==> src/hdl/tdc_pkg.sv <==
// package with register map, field layout and reset values of the bank
package tdc_pkg;

  // port widths
  localparam int unsigned ADDR_W = 8;
  localparam int unsigned DATA_W = 8;
  localparam int unsigned KHZ_W  = 15;

  // register offsets on the microprocessor port
  localparam logic [7:0] OFS_FAMILY   = 8'h38;
  localparam logic [7:0] OFS_RATES    = 8'h39;
  localparam logic [7:0] OFS_LEVELS   = 8'h3a;
  localparam logic [7:0] OFS_LOOPBW   = 8'h3b;
  localparam logic [7:0] OFS_TRIM_LO  = 8'h3c;
  localparam logic [7:0] OFS_TRIM_HI  = 8'h3d;
  localparam logic [7:0] OFS_HOLD_LO  = 8'h3e;
  localparam logic [7:0] OFS_HOLD_MID = 8'h3f;
  localparam logic [7:0] OFS_HOLD_CTL = 8'h40;
  localparam logic [7:0] OFS_PULL_LO  = 8'h41;
  localparam logic [7:0] OFS_PULL_HI  = 8'h42;

  // register file indexing: index = offset - first offset
  localparam int unsigned NUM_REGS = 11;
  localparam logic [3:0] IDX_FAMILY   = 4'h0;
  localparam logic [3:0] IDX_RATES    = 4'h1;
  localparam logic [3:0] IDX_LEVELS   = 4'h2;
  localparam logic [3:0] IDX_LOOPBW   = 4'h3;
  localparam logic [3:0] IDX_TRIM_LO  = 4'h4;
  localparam logic [3:0] IDX_TRIM_HI  = 4'h5;
  localparam logic [3:0] IDX_HOLD_LO  = 4'h6;
  localparam logic [3:0] IDX_HOLD_MID = 4'h7;
  localparam logic [3:0] IDX_HOLD_CTL = 4'h8;
  localparam logic [3:0] IDX_PULL_LO  = 4'h9;
  localparam logic [3:0] IDX_PULL_HI  = 4'ha;
  localparam logic [3:0] IDX_NONE     = 4'hf;

  // reset values
  localparam logic [7:0] RST_FAMILY   = 8'h00;
  localparam logic [7:0] RST_RATES    = 8'h08;
  localparam logic [7:0] RST_LEVELS   = 8'hc6;
  localparam logic [7:0] RST_LOOPBW   = 8'hfb;
  localparam logic [7:0] RST_TRIM_LO  = 8'h99;
  localparam logic [7:0] RST_TRIM_HI  = 8'h99;
  localparam logic [7:0] RST_HOLD_LO  = 8'h00;
  localparam logic [7:0] RST_HOLD_MID = 8'h00;
  localparam logic [7:0] RST_HOLD_CTL = 8'h88;
  localparam logic [7:0] RST_PULL_LO  = 8'h76;
  localparam logic [7:0] RST_PULL_HI  = 8'h00;

  // field positions
  localparam int unsigned BIT_FAM_B      = 6;
  localparam int unsigned BIT_FAM_A      = 5;
  localparam int unsigned RATE_B_LSB     = 6;
  localparam int unsigned RATE_A_LSB     = 4;
  localparam int unsigned LEVEL_B_LSB    = 2;
  localparam int unsigned LEVEL_A_LSB    = 0;
  localparam int unsigned BIT_AUTO_BW    = 7;
  localparam int unsigned BIT_LIM_INT    = 3;
  localparam int unsigned BIT_AUTO_AVG   = 7;
  localparam int unsigned BIT_FAST_AVG   = 6;
  localparam int unsigned BIT_READ_AVG   = 5;
  localparam int unsigned MINI_HOLD_LSB  = 3;
  localparam int unsigned HOLD_TOP_W     = 3;
  localparam int unsigned PULL_TOP_W     = 2;

  // differential level codes
  localparam logic [1:0] LEVEL_OFF  = 2'h0;
  localparam logic [1:0] LEVEL_PECL = 2'h1;
  localparam logic [1:0] LEVEL_LVDS = 2'h2;

  // auxiliary output rates in kHz, sonet family then sdh family
  localparam logic [14:0] KHZ_SON_0 = 15'd1544;
  localparam logic [14:0] KHZ_SON_1 = 15'd3088;
  localparam logic [14:0] KHZ_SON_2 = 15'd6176;
  localparam logic [14:0] KHZ_SON_3 = 15'd12352;
  localparam logic [14:0] KHZ_SDH_0 = 15'd2048;
  localparam logic [14:0] KHZ_SDH_1 = 15'd4096;
  localparam logic [14:0] KHZ_SDH_2 = 15'd8192;
  localparam logic [14:0] KHZ_SDH_3 = 15'd16384;

endpackage : tdc_pkg

==> src/hdl/tdc_aux_rate.sv <==
// rate lookup for one auxiliary digital clock output
`timescale 1ns/1ps
`default_nettype none
module tdc_aux_rate (
  // selection
  input  wire logic        familySel,
  input  wire logic [1:0]  rateCode,
  // result
  output logic [14:0]      rateKhz
);

  // purely combinational; the caller registers the result
  always_comb begin
    case ({familySel, rateCode})
      3'h4:    rateKhz = tdc_pkg::KHZ_SON_0;
      3'h5:    rateKhz = tdc_pkg::KHZ_SON_1;
      3'h6:    rateKhz = tdc_pkg::KHZ_SON_2;
      3'h7:    rateKhz = tdc_pkg::KHZ_SON_3;
      3'h0:    rateKhz = tdc_pkg::KHZ_SDH_0;
      3'h1:    rateKhz = tdc_pkg::KHZ_SDH_1;
      3'h2:    rateKhz = tdc_pkg::KHZ_SDH_2;
      default: rateKhz = tdc_pkg::KHZ_SDH_3;
    endcase
  end

endmodule : tdc_aux_rate
`default_nettype wire

==> src/hdl/tdc_config_regs.sv <==
// configuration register bank of the timing loop, on the processor port
`timescale 1ns/1ps
`default_nettype none

// Function
// per-output family bit: 1 sonet, 0 sdh
// two-bit rate code per auxiliary output
// two-bit differential level: off, pecl, lvds
// auto loop bandwidth or always locked
// freeze integrator at frequency limits
// 16-bit unsigned crystal trim, default zero (here both bytes reset to 0x99, so the trim comes up as 0x9999)
// 19-bit signed manual holdover value
// 10-bit unsigned symmetric pull-in limit
// holdover averaging, readback and mini-holdover controls
module tdc_config_regs (
  // clock and reset
  input  wire logic        core_clk,
  input  wire logic        rst_n,
  // microprocessor port
  input  wire logic [7:0]  upAddr,
  input  wire logic        upWrEn,
  input  wire logic [7:0]  upWrData,
  input  wire logic        upRdEn,
  output logic [7:0]       upRdData,
  output logic             upRdValid,
  // averaged holdover value from the loop core
  input  wire logic [18:0] avgHoldValue,
  // auxiliary digital outputs
  output logic             aux_a_family_sel,
  output logic             aux_b_family_sel,
  output logic [1:0]       aux_a_rate_code,
  output logic [1:0]       aux_b_rate_code,
  output logic [14:0]      auxARateKhz,
  output logic [14:0]      auxBRateKhz,
  // differential outputs
  output logic [1:0]       diff_out_a_level,
  output logic [1:0]       diff_out_b_level,
  output logic             diffOutAEnable,
  output logic             diffOutBEnable,
  output logic             diffOutALvds,
  output logic             diffOutBLvds,
  // main loop controls
  output logic             auto_loop_bw,
  output logic             integrator_limit_freeze,
  output logic [15:0]      crystalTrim,
  output logic [18:0]      manualHoldValue,
  output logic             holdAutoAverage,
  output logic             holdFastAverage,
  output logic             holdReadAverage,
  output logic [1:0]       miniHoldMode,
  output logic [9:0]       pull_range_value
);

  // storage: one byte per register, indexed from the first offset
  logic [7:0] regFile_q [tdc_pkg::NUM_REGS];

  // rate lookups before registering
  logic [14:0] auxARateKhz_d;
  logic [14:0] auxBRateKhz_d;

  // offset to storage index; used by both write and read paths
  function automatic logic [3:0] regIndex(input logic [7:0] addr);
    case (addr)
      tdc_pkg::OFS_FAMILY:   regIndex = tdc_pkg::IDX_FAMILY;
      tdc_pkg::OFS_RATES:    regIndex = tdc_pkg::IDX_RATES;
      tdc_pkg::OFS_LEVELS:   regIndex = tdc_pkg::IDX_LEVELS;
      tdc_pkg::OFS_LOOPBW:   regIndex = tdc_pkg::IDX_LOOPBW;
      tdc_pkg::OFS_TRIM_LO:  regIndex = tdc_pkg::IDX_TRIM_LO;
      tdc_pkg::OFS_TRIM_HI:  regIndex = tdc_pkg::IDX_TRIM_HI;
      tdc_pkg::OFS_HOLD_LO:  regIndex = tdc_pkg::IDX_HOLD_LO;
      tdc_pkg::OFS_HOLD_MID: regIndex = tdc_pkg::IDX_HOLD_MID;
      tdc_pkg::OFS_HOLD_CTL: regIndex = tdc_pkg::IDX_HOLD_CTL;
      tdc_pkg::OFS_PULL_LO:  regIndex = tdc_pkg::IDX_PULL_LO;
      tdc_pkg::OFS_PULL_HI:  regIndex = tdc_pkg::IDX_PULL_HI;
      default:               regIndex = tdc_pkg::IDX_NONE;
    endcase
  endfunction : regIndex

  // reset value for each storage index
  function automatic logic [7:0] resetValue(input logic [3:0] idx);
    case (idx)
      tdc_pkg::IDX_FAMILY:   resetValue = tdc_pkg::RST_FAMILY;
      tdc_pkg::IDX_RATES:    resetValue = tdc_pkg::RST_RATES;
      tdc_pkg::IDX_LEVELS:   resetValue = tdc_pkg::RST_LEVELS;
      tdc_pkg::IDX_LOOPBW:   resetValue = tdc_pkg::RST_LOOPBW;
      tdc_pkg::IDX_TRIM_LO:  resetValue = tdc_pkg::RST_TRIM_LO;
      tdc_pkg::IDX_TRIM_HI:  resetValue = tdc_pkg::RST_TRIM_HI;
      tdc_pkg::IDX_HOLD_LO:  resetValue = tdc_pkg::RST_HOLD_LO;
      tdc_pkg::IDX_HOLD_MID: resetValue = tdc_pkg::RST_HOLD_MID;
      tdc_pkg::IDX_HOLD_CTL: resetValue = tdc_pkg::RST_HOLD_CTL;
      tdc_pkg::IDX_PULL_LO:  resetValue = tdc_pkg::RST_PULL_LO;
      default:               resetValue = tdc_pkg::RST_PULL_HI;
    endcase
  endfunction : resetValue

  // write path: each byte loads on a write to its own offset
  // unused bits are stored too, so readback matches the reset image
  for (genvar gi = 0; gi < tdc_pkg::NUM_REGS; gi++) begin : g_reg
    always_ff @(posedge core_clk) begin
      if (!rst_n) begin
        regFile_q[gi] <= resetValue(4'(gi));
      end else if (upWrEn && regIndex(upAddr) == 4'(gi)) begin
        regFile_q[gi] <= upWrData;
      end
    end
  end

  // read path: registered data one cycle after the strobe
  // holdover bytes may show the averaged value instead of the written one
  always_ff @(posedge core_clk) begin
    if (!rst_n) begin
      upRdData  <= 8'h00;
      upRdValid <= 1'b0;
    end else begin
      upRdValid <= upRdEn;
      if (!upRdEn) begin
        // hold last data between reads
        upRdData <= upRdData;
      end else if (regIndex(upAddr) == tdc_pkg::IDX_NONE) begin
        // unmapped offset reads as zero
        upRdData <= 8'h00;
      end else if (holdReadAverage &&
                   regIndex(upAddr) == tdc_pkg::IDX_HOLD_LO) begin
        upRdData <= avgHoldValue[7:0];
      end else if (holdReadAverage &&
                   regIndex(upAddr) == tdc_pkg::IDX_HOLD_MID) begin
        upRdData <= avgHoldValue[15:8];
      end else if (holdReadAverage &&
                   regIndex(upAddr) == tdc_pkg::IDX_HOLD_CTL) begin
        // control bits stay as written, only the value field swaps
        upRdData <= {regFile_q[tdc_pkg::IDX_HOLD_CTL][7:3],
                     avgHoldValue[18:16]};
      end else begin
        upRdData <= regFile_q[regIndex(upAddr)];
      end
    end
  end

  // rate lookup per auxiliary output
  tdc_aux_rate u_rate_a (
    .familySel (regFile_q[tdc_pkg::IDX_FAMILY][tdc_pkg::BIT_FAM_A]),
    .rateCode  (regFile_q[tdc_pkg::IDX_RATES][tdc_pkg::RATE_A_LSB +: 2]),
    .rateKhz   (auxARateKhz_d)
  );

  tdc_aux_rate u_rate_b (
    .familySel (regFile_q[tdc_pkg::IDX_FAMILY][tdc_pkg::BIT_FAM_B]),
    .rateCode  (regFile_q[tdc_pkg::IDX_RATES][tdc_pkg::RATE_B_LSB +: 2]),
    .rateKhz   (auxBRateKhz_d)
  );

  // auxiliary clock configuration outputs, one cycle behind the bytes
  always_ff @(posedge core_clk) begin
    if (!rst_n) begin
      aux_a_family_sel <= 1'b0;
      aux_b_family_sel <= 1'b0;
      aux_a_rate_code  <= 2'h0;
      aux_b_rate_code  <= 2'h0;
      auxARateKhz      <= tdc_pkg::KHZ_SDH_0;
      auxBRateKhz      <= tdc_pkg::KHZ_SDH_0;
    end else begin
      aux_a_family_sel <= regFile_q[tdc_pkg::IDX_FAMILY]
                                   [tdc_pkg::BIT_FAM_A];
      aux_b_family_sel <= regFile_q[tdc_pkg::IDX_FAMILY]
                                   [tdc_pkg::BIT_FAM_B];
      aux_a_rate_code  <= regFile_q[tdc_pkg::IDX_RATES]
                                   [tdc_pkg::RATE_A_LSB +: 2];
      aux_b_rate_code  <= regFile_q[tdc_pkg::IDX_RATES]
                                   [tdc_pkg::RATE_B_LSB +: 2];
      auxARateKhz      <= auxARateKhz_d;
      auxBRateKhz      <= auxBRateKhz_d;
    end
  end

  // differential outputs; the spare code 11 clears enable and lvds (the level
  // output still carries 11) so a bad write can never drive an undefined standard onto the pins
  always_ff @(posedge core_clk) begin
    if (!rst_n) begin
      diff_out_a_level <= 2'h0;
      diff_out_b_level <= 2'h0;
      diffOutAEnable   <= 1'b0;
      diffOutBEnable   <= 1'b0;
      diffOutALvds     <= 1'b0;
      diffOutBLvds     <= 1'b0;
    end else begin
      diff_out_a_level <= regFile_q[tdc_pkg::IDX_LEVELS]
                                   [tdc_pkg::LEVEL_A_LSB +: 2];
      diff_out_b_level <= regFile_q[tdc_pkg::IDX_LEVELS]
                                   [tdc_pkg::LEVEL_B_LSB +: 2];
      diffOutAEnable <= (regFile_q[tdc_pkg::IDX_LEVELS]
                          [tdc_pkg::LEVEL_A_LSB +: 2] == tdc_pkg::LEVEL_PECL)
                     || (regFile_q[tdc_pkg::IDX_LEVELS]
                          [tdc_pkg::LEVEL_A_LSB +: 2] == tdc_pkg::LEVEL_LVDS);
      diffOutBEnable <= (regFile_q[tdc_pkg::IDX_LEVELS]
                          [tdc_pkg::LEVEL_B_LSB +: 2] == tdc_pkg::LEVEL_PECL)
                     || (regFile_q[tdc_pkg::IDX_LEVELS]
                          [tdc_pkg::LEVEL_B_LSB +: 2] == tdc_pkg::LEVEL_LVDS);
      diffOutALvds <= regFile_q[tdc_pkg::IDX_LEVELS]
                        [tdc_pkg::LEVEL_A_LSB +: 2] == tdc_pkg::LEVEL_LVDS;
      diffOutBLvds <= regFile_q[tdc_pkg::IDX_LEVELS]
                        [tdc_pkg::LEVEL_B_LSB +: 2] == tdc_pkg::LEVEL_LVDS;
    end
  end

  // loop bandwidth and integrator controls
  always_ff @(posedge core_clk) begin
    if (!rst_n) begin
      auto_loop_bw            <= 1'b0;
      integrator_limit_freeze <= 1'b0;
    end else begin
      auto_loop_bw <= regFile_q[tdc_pkg::IDX_LOOPBW]
                               [tdc_pkg::BIT_AUTO_BW];
      integrator_limit_freeze <= regFile_q[tdc_pkg::IDX_LOOPBW]
                                          [tdc_pkg::BIT_LIM_INT];
    end
  end

  // assembled multi-byte values; software should write low bytes first,
  // since each byte takes effect on its own
  always_ff @(posedge core_clk) begin
    if (!rst_n) begin
      crystalTrim      <= 16'h0000;
      manualHoldValue  <= 19'h00000;
      pull_range_value <= 10'h000;
    end else begin
      // unsigned trim; only the loop sees it, monitors stay uncalibrated
      crystalTrim <= {regFile_q[tdc_pkg::IDX_TRIM_HI],
                      regFile_q[tdc_pkg::IDX_TRIM_LO]};
      // two's complement, sign in bit 18
      manualHoldValue <= {regFile_q[tdc_pkg::IDX_HOLD_CTL]
                                   [tdc_pkg::HOLD_TOP_W-1:0],
                          regFile_q[tdc_pkg::IDX_HOLD_MID],
                          regFile_q[tdc_pkg::IDX_HOLD_LO]};
      // magnitude, applied to both signs by the loop
      pull_range_value <= {regFile_q[tdc_pkg::IDX_PULL_HI]
                                    [tdc_pkg::PULL_TOP_W-1:0],
                           regFile_q[tdc_pkg::IDX_PULL_LO]};
    end
  end

  // holdover mode controls
  always_ff @(posedge core_clk) begin
    if (!rst_n) begin
      holdAutoAverage <= 1'b0;
      holdFastAverage <= 1'b0;
      holdReadAverage <= 1'b0;
      miniHoldMode    <= 2'h0;
    end else begin
      holdAutoAverage <= regFile_q[tdc_pkg::IDX_HOLD_CTL]
                                  [tdc_pkg::BIT_AUTO_AVG];
      holdFastAverage <= regFile_q[tdc_pkg::IDX_HOLD_CTL]
                                  [tdc_pkg::BIT_FAST_AVG];
      holdReadAverage <= regFile_q[tdc_pkg::IDX_HOLD_CTL]
                                  [tdc_pkg::BIT_READ_AVG];
      miniHoldMode    <= regFile_q[tdc_pkg::IDX_HOLD_CTL]
                                  [tdc_pkg::MINI_HOLD_LSB +: 2];
    end
  end

endmodule : tdc_config_regs
`default_nettype wire

==> config.mk <==
export PLATFORM = sky130hd
export DESIGN_NAME = tdc_config_regs
export DESIGN_NICKNAME = d
export VERILOG_FILES = /design/src/hdl/tdc_pkg.sv /design/src/hdl/tdc_aux_rate.sv /design/src/hdl/tdc_config_regs.sv
export SDC_FILE = /design/constraint.sdc
export NUM_CORES = 1
export LEC_CHECK = 0
export BUFFER_PORTS_ARGS = -buffer_cell sky130_fd_sc_hd__buf_2
export CAP_MARGIN = 15
export CORE_MARGIN = 8
export CORE_UTILIZATION = 60
export CTS_CLUSTER_DIAMETER = 50
export CTS_CLUSTER_SIZE = 40
export DETAILED_ROUTE_END_ITERATION = 10
export PLACE_DENSITY = 0.88
export RECOVER_POWER = 50
export SYNTH_ARGS = -nofsm -noshare
export SYNTH_HDL_FRONTEND = slang
export SYNTH_SLANG_ARGS = --single-unit
==> constraint.sdc <==
create_clock -name core_clk -period 5.4 [get_ports core_clk]
set_input_delay 0.54 -clock core_clk [delete_from_list [all_inputs] [get_ports core_clk]]
set_output_delay 0.54 -clock core_clk [all_outputs]
set_load 0.03 [all_outputs]
==> reports/results.ini <==
[setup_path]
r2r_start = regFile_q[1][5]
reg2reg_to = upRdData[5]
r2r_cells = 5
end_kind = flop
cp.arrival_ns = 3.94
cp_max_fo = 48
start_kind = primary input
required_ns = 5.73
worstSetupPathType = in -> reg
reg2reg_slack_ns = 3.39

[layout]
area_growth_pct = 13.3
final_layout_size_suffix_gt1_frac = 0.123
final_core_utilization = 0.690
final_cell_area_um2 = 8640
nNetsFinal = 787

[routing]
drc = 0
wl_um = 19000
ant_nets = 0
drt_iter0_drc = 597
num_vias = 5367
drt-pass1-iter-count = 6
routedWlPerCell_um = 20.4
route.detailed.vias_per_inst = 5.76

[run_status]
status = finished with violations
failed_checks = capacitance limit, slew limit

[placement]
placed_area_um2 = 8240
gp_congestion = 0.907
port_buffers = 133
hpwl_um = 13400

[timing]
tightest_slew_ns = 2.38
fin_setup_tns_ns = 0
hold_violations = 0
rsz0062_at_grt = false
setup_viol = 0
skew_ns = 0.00560
slew_headroom = -0.587
slew_viol_final = 96
fmax_mhz = 277
period_share = 0.668
min_period_ns = 3.61

[logic_synthesis]
synth_top_area_frac = 0.347
synth.distinct_cells = 55
synth_seq_cells = 181
ys_warn_count = 0
async_reset_ff_frac = 0
ys_seq_area_frac = 0.591
synth_top_area_cell = edfxtp_1
syn-instance-count = 638
synth_edf_count = 88
synthFlopType = dfxtp_1
syn_area_um2 = 7620
avgSynthCellArea_um2 = 11.9
yosys-top-cells-area = edfxtp_1, dfxtp_1, and2_1

[floorplan]
die_h_um = 129
coreArea_um2 = 12500
start_util = 0.609
num_rows = 41
die_area_um2 = 16600
die_x_um = 129
io_pins = 144

[clocking]
htree_levels = 4
post_cts_resized = 0
cts_hold_buf = 0
clock_path_buffers = 2
path_clk_slew_ns = 0.06
postCtsSetupBuffers = 0
cts_root_buf = clkbuf_16
clock-sinks = 181
numCtsBuffers = 17
cts_tree = done
clock_latency_ns = 0.43

[global_routing]
globalRouteTotalUtil = 0.230
grt_pass1_vias = 5240
grt_pass1_wl_um = 28800
grt_max_degree = 49
overflow = 0
antenna_found_initial = 2

[min_path]
hp-class = in -> reg
min-delay-start = avgHoldValue[8]
hold_depth = 3
min_to = upRdData[0]

[power]
power.density_nw_per_um2 = 338
ir_drop_mv = 0.185
leakagePower_nw = 3.09

[run]
maxCapViolations = 2

[layout make-up]
type	instances	area [um2]
sequential	181	4500
fill	942	3880
multi-input combinational	402	2810
timing repair buffer	135	553
clock buffer	27	494
tap	172	215
inverter	9	33.8
clock inverter	5	27.5
antenna	1	2.50
[report_power, final]
group / total, mW / switching [mW] / internal (mW)
combinational: 0.271 / 0.194 / 0.0773
sequential: 1.54 / 0.0385 / 1.51
clock: 1.11 / 0.481 / 0.625
total: 2.92 / 0.713 / 2.21
[stage by stage]
stage	worst slack [ns]	hold WS, ns	total power [mW]	cells
after floorplan	2.99	0.438	1.76	647
after global placement	2.50	0.471	1.84	898
after detailed placement	2.37	0.473	1.85	898
after CTS	2.83	0.371	2.94	930
after global routing	1.47	0.388	3.00	932
final	1.79	0.387	2.92	932
[flip-flops by register name, indices dropped and copies added (netlist names), 2 cells and up]
signal	cells
auxBRateKhz	9
manualHoldValue	19
diff_out_a_level	2
regFile_q	88
aux_b_rate_code	2
aux_a_rate_code	2
miniHoldMode	2
crystalTrim	16
diff_out_b_level	2
upRdData	8
auxARateKhz	9
pull_range_value	10
[synthesized netlist by cell type, types with 5 or more instances]
| cell type | number |
|---|---|
| a2bb2oi_1 | 7 |
| nand3_1 | 9 |
| a311oi_1 | 5 |
| buf_4 | 16 |
| nand2_1 | 19 |
| nor2b_1 | 20 |
| a21oi_1 | 17 |
| clkbuf_1 | 26 |
| and2_1 | 123 |
| inv_1 | 7 |
| nand2b_1 | 35 |
| o32ai_1 | 7 |
| or3_1 | 18 |
| mux4_2 | 9 |
| mux2i_1 | 14 |
| dfxtp_1 | 93 |
| o21ai_0 | 9 |
| nand4b_1 | 7 |
| o21ai_1 | 15 |
| buf_2 | 10 |
| nor2_1 | 18 |
| edfxtp_1 | 88 |
| nor3_2 | 8 |
[worst max-delay path by stage]
stage                     cells past startpoint      start         endpoint
after floorplan                               4  upAddr[6]  regFile_q[3][0]
after global placement                        3  upAddr[0]  regFile_q[3][5]
after detailed placement                      4  upAddr[3]  regFile_q[9][4]
after CTS                                     4  upAddr[3]  regFile_q[9][2]
after global routing                          4      rst_n      upRdData[4]
final                                         4      rst_n      upRdData[7]
[worst max-delay path: stages]
cell	delay, ns
clkbuf_1	0.89
clkbuf_1	1.31
inv_1	0.77
a221oi_2	0.39
[logic make-up after synthesis]
kind of cell	Yosys count	share of synthesized area
muxes	24	0.0465
AOI/OAI and AO/OA	74	0.0689
DFF	181	0.591
and+or+nand+nor	288	0.241
adders and majority gates	2	0.00328
buffers and inverters	64	0.0440
xor gates and xnor gates	4	0.00460
other	1	0.000492
[metal layers]
metal  global-route usage  up-vias  share of wire
met5                    0        -        0.00053
met4                0.117        2          0.028
met3               0.0724       47           0.12
met2                0.365      370           0.47
met1                0.279     2526           0.39
li1                     -     2422              -
[cells in the final DEF, fill, tap and decap left out, types with 9 or more instances in the layout]
| master | synthesis | layout |
|---|---|---|
| clkbuf_1 | 26 | 106 |
| dfxtp_1 | 93 | 93 |
| edfxtp_1 | 88 | 88 |
| and2_1 | 123 | 82 |
| and2_0 | 0 | 41 |
| buf_2 | 10 | 37 |
| nand2b_1 | 35 | 35 |
| nor2b_1 | 20 | 20 |
| nand2_1 | 19 | 19 |
| or3_1 | 18 | 18 |
| nor2_1 | 18 | 18 |
| clkbuf_16 | 0 | 18 |
| a21oi_1 | 17 | 17 |
| o21ai_1 | 15 | 15 |
| mux2i_1 | 14 | 14 |
| conb_1 | 1 | 10 |
| mux4_2 | 9 | 9 |
| nand3_1 | 9 | 9 |
| o21ai_0 | 9 | 9 |
No activity file was read; power rests on OpenSTA's default activity.
